**src/amc_pkg.sv**
```systemverilog
// Purpose: shared constants and types of the converter mode control register bank
// Assumes: 16-bit serial words, 7-bit address, 8-bit data
// Notes:   field positions and masks follow the bank layout; current figures in 50 uA units
package amc_pkg;

    ////////////////////////////////////////////////////////////////////////////////
    // serial word layout
    localparam int unsigned AMC_WORD_BITS = 16;
    localparam int unsigned AMC_SYNC_W    = 3;
    localparam logic [4:0]  AMC_CNT_ADDR  = 5'h07; // edge that carries the last address bit
    localparam logic [4:0]  AMC_CNT_LAST  = 5'h0F; // edge that carries the last data bit
    localparam logic [4:0]  AMC_CNT_FULL  = 5'h10; // edges taken per transfer
    // synchroniser reset value, order {sdi, sck, cs_n}: chip select idles high
    localparam logic [2:0]  AMC_SYNC_RST  = 3'h1;

    ////////////////////////////////////////////////////////////////////////////////
    // register addresses
    localparam logic [6:0] AMC_ADDR_RESET  = 7'h00;
    localparam logic [6:0] AMC_ADDR_CONV   = 7'h01;
    localparam logic [6:0] AMC_ADDR_UNUSED = 7'h02;
    localparam logic [6:0] AMC_ADDR_CLK    = 7'h03;
    localparam logic [6:0] AMC_ADDR_OUTM   = 7'h04;

    // reset value and writable-bit masks
    localparam logic [7:0] AMC_RESET_VAL = 8'h00;
    localparam logic [7:0] AMC_CONV_MASK = 8'h0E;
    localparam logic [7:0] AMC_CLK_MASK  = 8'h3F;
    localparam logic [7:0] AMC_OUTM_MASK = 8'h7D;

    ////////////////////////////////////////////////////////////////////////////////
    // field positions
    localparam int unsigned AMC_SRST_BIT   = 7;
    localparam int unsigned AMC_GAIN_BIT   = 3;
    localparam int unsigned AMC_DITHER_BIT = 2;
    localparam int unsigned AMC_PDN_BIT    = 1;
    localparam int unsigned AMC_ETERM_BIT  = 5;
    localparam int unsigned AMC_KALIVE_BIT = 4;
    localparam int unsigned AMC_CINV_BIT   = 3;
    localparam int unsigned AMC_PHASE_LSB  = 1;
    localparam int unsigned AMC_STAB_BIT   = 0;
    localparam int unsigned AMC_CUR_LSB    = 4;
    localparam int unsigned AMC_TERM_BIT   = 3;
    localparam int unsigned AMC_OUTDIS_BIT = 2;
    localparam int unsigned AMC_FMT_BIT    = 0;

    ////////////////////////////////////////////////////////////////////////////////
    // driver current in 50 uA units
    typedef logic [7:0] amc_cur_t;
    localparam amc_cur_t AMC_CUR_3P5  = 8'h46;
    localparam amc_cur_t AMC_CUR_4P0  = 8'h50;
    localparam amc_cur_t AMC_CUR_4P5  = 8'h5A;
    localparam amc_cur_t AMC_CUR_NONE = 8'h00;
    localparam amc_cur_t AMC_CUR_3P0  = 8'h3C;
    localparam amc_cur_t AMC_CUR_2P5  = 8'h32;
    localparam amc_cur_t AMC_CUR_2P1  = 8'h2A;
    localparam amc_cur_t AMC_CUR_1P75 = 8'h23;

    // serial transfer phases
    typedef enum logic [1:0] {PH_IDLE, PH_CMD, PH_DATA, PH_DONE} amc_phase_e;

endpackage

```
**src/amc_mode_regs.sv**
```systemverilog
// Purpose: mode control register bank behind a three-wire serial port
// Assumes: sck, cs_n, sdi asynchronous to core_clk; sck slow against core_clk
// Notes:   sdo is open drain, pulled low only; sdo_oe_n low while pulling
// Functional notes
// - writing 1 to bit 7 at address 00h clears every mode register to 00h
// - the reset bit clears itself once the bank reset is done
// - address 00h is write only and holds no readable state
// - unassigned bits, incl. reset bits 6-0 and address 02h, read as 0
// - converter bit 3 selects front-end gain, 0 unity, 1 gain 1.5
// - converter bit 2 set turns dither off, clear leaves it on
// - converter bit 1 set powers the converter down
// - clock bit 5 set turns encode clock termination on
// - clock bit 4 set disables the keep-alive oscillator
// - clock bit 3 set inverts the forwarded output clock
// - clock bits 2-1 delay output clock by 0, 1/8, 1/4 or 3/8 period
// - clock bit 0 set enables the duty cycle stabilizer
// - output bits 6-4 select LVDS driver current, code 011 unused
// - output bit 3 turns on termination and doubles the driver current
// - output bit 2 set puts all digital outputs in high impedance
// - output bit 0 selects DDR LVDS when 0, full-rate CMOS when 1
// - each transfer is read flag, 7-bit address, 8 data bits
// - only the first 16 sck rising edges after cs_n low are taken
// - during a read the register keeps its value, sdi data ignored
`timescale 1ns/1ps
module amc_mode_regs (
    input  wire logic        core_clk,
    input  wire logic        rstn,
    input  wire logic        cs_n,
    input  wire logic        sck,
    input  wire logic        sdi,
    output logic             sdo_o,
    output logic             sdo_oe_n,
    output logic             transfer_active,
    output logic             front_end_gain_select,
    output logic             dither_disable,
    output logic             power_down_request,
    output logic             encode_term_en,
    output logic             keepalive_osc_disable,
    output logic             out_clock_invert,
    output logic [1:0]       out_clock_phase_delay,
    output logic             duty_cycle_stabilizer_en,
    output logic [2:0]       driver_current_select,
    output logic             internal_termination_en,
    output logic             output_disable,
    output logic             output_format_cmos,
    output amc_pkg::amc_cur_t lvds_current_units
);
    import amc_pkg::*;

    typedef struct packed {
        amc_phase_e  phase;
        logic [4:0]  bit_cnt;
        logic [14:0] shift;
        logic        rd;
        logic [7:0]  rd_data;
        logic        sdo_low;
        logic        sreset;
        logic [7:0]  conv;
        logic [7:0]  clkc;
        logic [7:0]  outm;
        amc_cur_t    cur;
        logic        sck_d;
    } amc_core_s;

    amc_core_s              st_ff;
    amc_core_s              nxt_st;
    logic [AMC_SYNC_W-1:0]  pins_s;
    logic                   cs_s;
    logic                   sck_s;
    logic                   sdi_s;
    logic                   sck_rise;
    logic                   sck_fall;
    logic [6:0]             wr_addr;
    logic [7:0]             wr_data;
    logic [6:0]             rd_addr;

    ////////////////////////////////////////////////////////////////////////////////
    // readback mux; address 00h, 02h and unmapped read zero
    function automatic logic [7:0] amc_read(input logic [6:0] addr,
                                            input logic [7:0] conv,
                                            input logic [7:0] clkc,
                                            input logic [7:0] outm);
        logic [7:0] val;
        val = AMC_RESET_VAL;
        case (addr)
            AMC_ADDR_CONV: val = conv;
            AMC_ADDR_CLK:  val = clkc;
            AMC_ADDR_OUTM: val = outm;
            default:       val = AMC_RESET_VAL;
        endcase
        return val;
    endfunction

    // driver current from select code and termination
    function automatic amc_cur_t amc_current(input logic [2:0] sel, input logic term);
        amc_cur_t base;
        base = AMC_CUR_NONE;
        case (sel)
            3'h0:    base = AMC_CUR_3P5;
            3'h1:    base = AMC_CUR_4P0;
            3'h2:    base = AMC_CUR_4P5;
            3'h3:    base = AMC_CUR_NONE;
            3'h4:    base = AMC_CUR_3P0;
            3'h5:    base = AMC_CUR_2P5;
            3'h6:    base = AMC_CUR_2P1;
            default: base = AMC_CUR_1P75;
        endcase
        if (term) begin
            base = {base[6:0], 1'b0};
        end
        return base;
    endfunction

    ////////////////////////////////////////////////////////////////////////////////
    // pin synchronisers, order {sdi, sck, cs_n}
    amc_sync u_sync (
        .core_clk (core_clk),
        .rstn     (rstn),
        .async_in ({sdi, sck, cs_n}),
        .sync_out (pins_s)
    );

    // edge detection and word fields
    assign cs_s     = pins_s[0];
    assign sck_s    = pins_s[1];
    assign sdi_s    = pins_s[2];
    assign sck_rise = sck_s & ~st_ff.sck_d;
    assign sck_fall = ~sck_s & st_ff.sck_d;
    assign wr_addr  = st_ff.shift[13:7];
    assign wr_data  = {st_ff.shift[6:0], sdi_s};
    assign rd_addr  = {st_ff.shift[5:0], sdi_s};

    ////////////////////////////////////////////////////////////////////////////////
    // next state: serial framing, register writes, readback, soft reset
    always_comb begin
        nxt_st       = st_ff;
        nxt_st.sck_d = sck_s;
        // bank reset completes in one cycle, then the bit drops
        if (st_ff.sreset) begin
            nxt_st.conv   = AMC_RESET_VAL;
            nxt_st.clkc   = AMC_RESET_VAL;
            nxt_st.outm   = AMC_RESET_VAL;
            nxt_st.sreset = 1'b0;
        end
        if (cs_s) begin
            // chip select high ends or aborts a transfer
            nxt_st.phase   = PH_IDLE;
            nxt_st.bit_cnt = 5'h00;
            nxt_st.rd      = 1'b0;
            nxt_st.sdo_low = 1'b0;
        end else begin
            case (st_ff.phase)
                PH_IDLE: begin
                    nxt_st.phase   = PH_CMD;
                    nxt_st.bit_cnt = 5'h00;
                    nxt_st.rd      = 1'b0;
                end
                PH_CMD: begin
                    if (sck_rise) begin
                        nxt_st.shift   = {st_ff.shift[13:0], sdi_s};
                        nxt_st.bit_cnt = st_ff.bit_cnt + 5'h01;
                        if (st_ff.bit_cnt == 5'h00) begin
                            nxt_st.rd = sdi_s;
                        end
                        if (st_ff.bit_cnt == AMC_CNT_ADDR) begin
                            nxt_st.phase   = PH_DATA;
                            nxt_st.rd_data = amc_read(rd_addr, st_ff.conv, st_ff.clkc,
                                                      st_ff.outm);
                        end
                    end
                end
                PH_DATA: begin
                    if (sck_rise) begin
                        nxt_st.shift   = {st_ff.shift[13:0], sdi_s};
                        nxt_st.bit_cnt = st_ff.bit_cnt + 5'h01;
                        if (st_ff.bit_cnt == AMC_CNT_LAST) begin
                            nxt_st.phase = PH_DONE;
                            // reads never touch the bank
                            if (!st_ff.rd) begin
                                case (wr_addr)
                                    AMC_ADDR_RESET: begin
                                        if (wr_data[AMC_SRST_BIT]) begin
                                            nxt_st.sreset = 1'b1;
                                        end
                                    end
                                    AMC_ADDR_CONV: nxt_st.conv = wr_data & AMC_CONV_MASK;
                                    AMC_ADDR_CLK:  nxt_st.clkc = wr_data & AMC_CLK_MASK;
                                    AMC_ADDR_OUTM: nxt_st.outm = wr_data & AMC_OUTM_MASK;
                                    default:       nxt_st.sreset = st_ff.sreset;
                                endcase
                            end
                        end
                    end else if (sck_fall && st_ff.rd) begin
                        // open drain: pull low for a 0, release for a 1
                        nxt_st.sdo_low = ~st_ff.rd_data[7];
                        nxt_st.rd_data = {st_ff.rd_data[6:0], 1'b0};
                    end
                end
                PH_DONE: begin
                    // further edges are ignored; release sdo after the last bit
                    if (sck_fall) begin
                        nxt_st.sdo_low = 1'b0;
                    end
                end
                default: begin
                    nxt_st.phase = PH_IDLE;
                end
            endcase
        end
        nxt_st.cur = amc_current(st_ff.outm[AMC_CUR_LSB+:3], st_ff.outm[AMC_TERM_BIT]);
    end

    // state register
    always_ff @(posedge core_clk or negedge rstn) begin
        if (!rstn) begin
            st_ff <= '0;
        end else begin
            st_ff <= nxt_st;
        end
    end

    ////////////////////////////////////////////////////////////////////////////////
    // outputs from the register bank
    assign sdo_o                    = 1'b0;
    assign sdo_oe_n                 = ~st_ff.sdo_low;
    assign transfer_active          = (st_ff.phase != PH_IDLE);
    assign front_end_gain_select    = st_ff.conv[AMC_GAIN_BIT];
    assign dither_disable           = st_ff.conv[AMC_DITHER_BIT];
    assign power_down_request       = st_ff.conv[AMC_PDN_BIT];
    assign encode_term_en           = st_ff.clkc[AMC_ETERM_BIT];
    assign keepalive_osc_disable    = st_ff.clkc[AMC_KALIVE_BIT];
    assign out_clock_invert         = st_ff.clkc[AMC_CINV_BIT];
    assign out_clock_phase_delay    = st_ff.clkc[AMC_PHASE_LSB+:2];
    assign duty_cycle_stabilizer_en = st_ff.clkc[AMC_STAB_BIT];
    assign driver_current_select    = st_ff.outm[AMC_CUR_LSB+:3];
    assign internal_termination_en  = st_ff.outm[AMC_TERM_BIT];
    assign output_disable           = st_ff.outm[AMC_OUTDIS_BIT];
    assign output_format_cmos       = st_ff.outm[AMC_FMT_BIT];
    assign lvds_current_units       = st_ff.cur;
endmodule

```
**src/amc_sync.sv**
```systemverilog
// Purpose: two-stage synchroniser for the serial port pins
// Assumes: pins are asynchronous to core_clk
// Notes:   first stage feeds the second stage only
`timescale 1ns/1ps
module amc_sync (
    input  wire logic                           core_clk,
    input  wire logic                           rstn,
    input  wire logic [amc_pkg::AMC_SYNC_W-1:0] async_in,
    output logic      [amc_pkg::AMC_SYNC_W-1:0] sync_out
);
    import amc_pkg::*;

    typedef struct packed {
        logic [AMC_SYNC_W-1:0] stage1;
        logic [AMC_SYNC_W-1:0] stage2;
    } amc_sync_s;

    amc_sync_s st_ff;
    amc_sync_s nxt_st;

    ////////////////////////////////////////////////////////////////////////////////
    // next state: shift each pin through both stages
    always_comb begin
        nxt_st        = st_ff;
        nxt_st.stage1 = async_in;
        nxt_st.stage2 = st_ff.stage1;
    end

    // state register
    always_ff @(posedge core_clk or negedge rstn) begin
        if (!rstn) begin
            st_ff <= '{stage1: AMC_SYNC_RST, stage2: AMC_SYNC_RST};
        end else begin
            st_ff <= nxt_st;
        end
    end

    assign sync_out = st_ff.stage2;

endmodule

```
**config.mk**
```make
export PLATFORM = sky130hd
export DESIGN_NAME = amc_mode_regs
export DESIGN_NICKNAME = d
export VERILOG_FILES = /design/src/amc_pkg.sv /design/src/amc_mode_regs.sv /design/src/amc_sync.sv
export SDC_FILE = /design/constraint.sdc
export NUM_CORES = 1
export LEC_CHECK = 0
export ABC_AREA = 1
export BUFFER_PORTS_ARGS = -buffer_cell sky130_fd_sc_hd__buf_2
export CAP_MARGIN = 5
export CORE_MARGIN = 2
export CORE_UTILIZATION = 56
export DETAILED_ROUTE_END_ITERATION = 10
export PLACE_DENSITY = 0.76
export SYNTH_ARGS = -nofsm -noshare
export SYNTH_HDL_FRONTEND = slang
export SYNTH_HIERARCHICAL = 1
export SYNTH_SLANG_ARGS = --single-unit
```
**constraint.sdc**
```tcl
create_clock -name core_clk -period 2.7 [get_ports core_clk]
set_clock_uncertainty 0.1 [all_clocks]
set_input_delay 0.135 -clock core_clk [delete_from_list [all_inputs] [get_ports core_clk]]
set_output_delay 0.135 -clock core_clk [all_outputs]
set_load 0.05 [all_outputs]
```
; ---- Word-level counts from Yosys, hierarchy flattened
; Cells that the tools add are included.
[totals]
reg_bits = 71
latchBits = 0
ramBits = 0
romBits = 0
output_inout_bits = 26
wordCells = 101
memories = 0
[classes]
n_addsub = 1
n_mul = 0
div = 0
magnitude_cmp = 0
n_eq_ne = 31
shifts = 0
n_mux = 31
bitwise = 7
reduce_logical = 17
[ops]
columns = op, count
row1 = $mux W25, 5
row2 = $pmux W7 S7, 1
row3 = $mux W8, 5
row4 = $mux W31, 1
row5 = $pmux W14 S2, 1
row6 = $mux W24, 1
row7 = $ne A3 B2 Y1 const B, 8
row8 = $pmux W8 S3, 1
row9 = $mux W22, 1
row10 = $pmux W7 S3, 1
row11 = $mux W9, 2
row12 = $pmux W8 S2, 1
row13 = $eq A7 B1 Y1 const B, 2
row14 = $eq A7 B2 Y1 const B, 2
row15 = $eq A7 B3 Y1 const B, 2
row16 = $ne A2 B2 Y1 const B, 5
row17 = $eq A3 B3 Y1 const B, 3
row18 = $reduce_and A4 Y1, 2
row19 = $logic_not A7 Y1, 1
row20 = $mux W7, 1
row21 = $ne A7 B5 Y1 const B, 1
row22 = $eq A3 B2 Y1 const B, 2
row23 = $pmux W1 S2, 3
row24 = $reduce_and A3 Y1, 2
row25 = other kinds (20), 33

; ---- Logic depth before layout (Yosys ltp)
[depth]
depth_word = 8
depth_mapped = 11

; ---- Cells and area by module
; The synthesis kept the hierarchy.
[by_module_without_submodules]
columns = module, n_inst, cells_per_inst, area_per_inst_um2, seq_area_each_um2
row1 = amc_mode_regs, 1, 398, 3306.9, 1626.6
row2 = amc_sync, 1, 6, 152.6, 152.6

; ---- Least setup slack after synthesis
; OpenSTA, ideal clock, no wires.
[synth_timing]
path_kind = reg-to-reg
startpoint = reg st_ff[59] (netlist name)
endpoint = reg st_ff (netlist bit encode_term_en)
arrival_ps = 1387
required_time_ps = 2481
path_slack_ps = 1093
path_stages_with_launch = 11
path_cell_list = dfrtp_1 ha_1 nand2_1 nor2_1 ha_1 nand3_1 nor2_2 nand2_2 buf_6 nand3_2 o21ai_2
[synth_lines]
columns = element, line
row1 = "start, declared", amc_mode_regs.sv:65  ; amc_core_s st_ff;
row2 = "start signal, assigned", amc_mode_regs.sv:218  ; st_ff <= nxt_st;

==> results by group <==
Timing
  – RSZ-0062 raised after global routing: no
  – Worst setup margin: 0.499 ns
  – Final hold violation count: 0
  – Max Fclk: between 400 and 500 MHz
  – Final-report setup violation count: 0
  – Ratio of final minimum period to clock period: 0.815
  – Setup TNS: 0 ns
  – Slew headroom: 0.432
  – Final slew viol count: 0
  – Least-Margin Pin Slew: 0.852 ns
  – Final hold slack: 0.249 ns
  – Post-route minimum period: 2.20 ns

Route
  – DRT iter0 DRCs: 220
  – Vias: around 2700
  – Routed WL: 6.63 mm
  – Routed WL per cell: 13.1 um
  – DRC errors left: 0
  – 1st-pass router iterations: 4
  – Vias/cell: roughly 5.3
  – Routed Antenna Nets: 0

Layout
  – Register area: 0.00178 mm2
  – Area delta synth->final: 10.1%
  – Final Core Density: 0.639
  – Commonest non-fill, non-tap cell in the layout: nand2_1
  – Final Instance Count excl. Fillers: 505
  – ANT cells: 0
  – Final nets: 437
  – Fill cell count: around 490
  – Commonest non-fill, non-tap cells in the layout: 73 x nand2_1, 69 x dfrtp_1, 53 x nand3_1, 39 x inv_1, 34 x nor2_1
  – Fraction of layout cells with a size suffix above 1: 0.202
  – Cell area after layout: 0.00381 mm2
  – Multi-input logic area: 0.00133 mm2

Global route
  – Vias in the first global route: 2416
  – GRT Total Usage: 0.221
  – Initial antenna violation count: 0
  – Overflow after GRT: 0
  – First-pass GRT wire length: 11.2 mm
  – Largest net degree at the start of global routing: 72

Placement
  – Hpwl dp: 4.64 mm
  – Placement Setup Slack: 0.522 ns
  – Placed insts: 485
  – Gp weighted congestion: 0.817
  – Placed cell area: 0.00353 mm2
  – Port Buffers: 29

Yosys
  – Mean Syn Cell Area: 8.56 um2
  – Mapped cell area: 0.00346 mm2
  – Post-synthesis sequential area ratio: 0.514
  – Synthesized Nets: 416
  – Syn Inst Count: 404
  – Unique masters post-synth: 30
  – Synth warn: 6
  – #FFs+latches synth: 71

CTS
  – CTS Buf Count: 9
  – CTS tree: done
  – CTS Root Cell: clkbuf_8
  – CTS Sinks: 71
  – H-Tree Depth: 3
  – Resized cells post-CTS: 0
  – Max Root-Sink Buffers: 2
  – Worst-skew pair later-pin latency: 0.34 ns
  – Worst-path clk slew: 0.08 ns

Pwr
  – Pleak: 1.87 nW
  – Max VDD drop: 0.452 mV
  – Total power: between 3 and 4 mW
  – Pwr per Cell Area: just under 900 mW/mm2

Status
  – Status: finished clean

Min path
  – Hold Crit Class: flip-flop to flip-flop

Critical path
  – Critical Path, Cell by Cell: inv_1 > ha_1 > inv_2 > nor2_2 > nand3_1 > nor2_2 > nand2_2 > nand3_1 > o21ai_2
  – CP peak stage delay: 0.40 ns
  – Largest delay share family, worst path: simple AND/OR/NAND/NOR gates
  – Nature of the critical path startpoint: flip-flop
  – CP bufs+invs: 2
  – Worst endpoint required time: 2.83 ns
  – Crit path kind: flip-flop to flip-flop
  – Type of element capturing the critical path: flip-flop
  – Crit path max fanout: 13
  – Worst path arrival time: ~2.3 ns
  – Slowest cell on the critical path: dfrtp_1

Die
  – Die footprint: 0.00682 mm2
  – CORE AREA: about 0.0060 mm2
  – Num ports: 31
  – Site Rows: 28
  – Starting Density: 0.581
  – DIE HEIGHT: 82.6 um
  – Die W: 82.6 um

Run
  – Max_cap viols: 0
final cells by class:
| class | count | area share |
|---|---|---|
| clock buffer | 10 | 0.0335 |
| clock inverter | 6 | 0.0286 |
| inverter | 48 | 0.0473 |
| multi-input combinational | 261 | 0.348 |
| sequential | 71 | 0.467 |
| tap | 75 | 0.0246 |
| timing repair buffer | 34 | 0.0506 |
sequential cells by signal, summed over array words and instances (netlist names), 2 cells and up:
name                   count
st_ff                     36
lvds_current_units         8
rd_addr                    6
driver_current_select      3
u_sync/nxt_st              3
u_sync/sync_out            3
out_clock_phase_delay      2
repair_timing:
action,CTS,global route
hold endpoints to repair,72,0
hold buffers,4,0
setup buffers,0,0
synthesized netlist by cell type:
cell type / number / area [um2]
nor3_1: 3 / 15.0
inv_2: 9 / 33.8
dfstp_2: 2 / 52.6
nor3_2: 1 / 10.0
o21ai_2: 7 / 61.3
nand2_2: 7 / 43.8
a21oi_1: 14 / 70.1
nand3b_1: 1 / 7.51
or2_2: 1 / 6.26
buf_6: 3 / 33.8
inv_1: 39 / 146
o21ai_0: 26 / 130
dfrtp_1: 69 / 1730
buf_4: 15 / 113
clkbuf_1: 1 / 3.75
buf_2: 4 / 20.0
nor2_2: 10 / 62.6
o21ai_1: 8 / 40.0
conb_1: 1 / 3.75
nand4_1: 4 / 25.0
nand2_1: 73 / 274
o21a_1: 1 / 7.51
o22ai_1: 5 / 31.3
a21oi_4: 1 / 16.3
nand3_1: 53 / 265
nor2_1: 34 / 128
nor2_4: 1 / 11.3
nand3_2: 3 / 30.0
ha_1: 7 / 87.6
buf_1: 1 / 3.75
layer usage:
metal	track usage	part of all wire
met3	0.0500	0.054
met1	0.301	0.46
met5	0	0
met2	0.333	0.46
met4	0.108	0.029
path summary, 6_finish.rpt:
kind / slack (ns) / end / depth (start not counted) / from
max: 0.50 / duty_cycle_stabilizer_en / 9 / st_ff[64]
min: 0.25 / u_sync/sync_out[0] / 0 / u_sync/nxt_st[0]
max reg2reg: 0.50 / duty_cycle_stabilizer_en / 9 / st_ff[64]
min reg2reg: 0.25 / u_sync/sync_out[0] / 0 / u_sync/nxt_st[0]
max in group asynchronous: 1.52 / st_ff[43] / 3 / rstn
min in group asynchronous: 0.42 / lvds_current_units[6] / 3 / rstn
power breakdown:
part / total (mW) / switching [mW] / internal [mW]
Sequential: 1.37 / 0.128 / 1.24
Clock: 1.00 / 0.392 / 0.612
Combinational: 0.954 / 0.674 / 0.280
Total: 3.32 / 1.19 / 2.13
cell families (layout without fill, tap and decap cells):
logic type,count (synthesis),after routing,synth area share
fa+ha+maj,7,7,0.0253
buf+inv,72,98,0.102
flops,71,71,0.514
simple gates,191,191,0.254
other cells,1,1,0.00108
compound gates,62,62,0.103
Note: power is estimated with default switching activity, not from simulation.
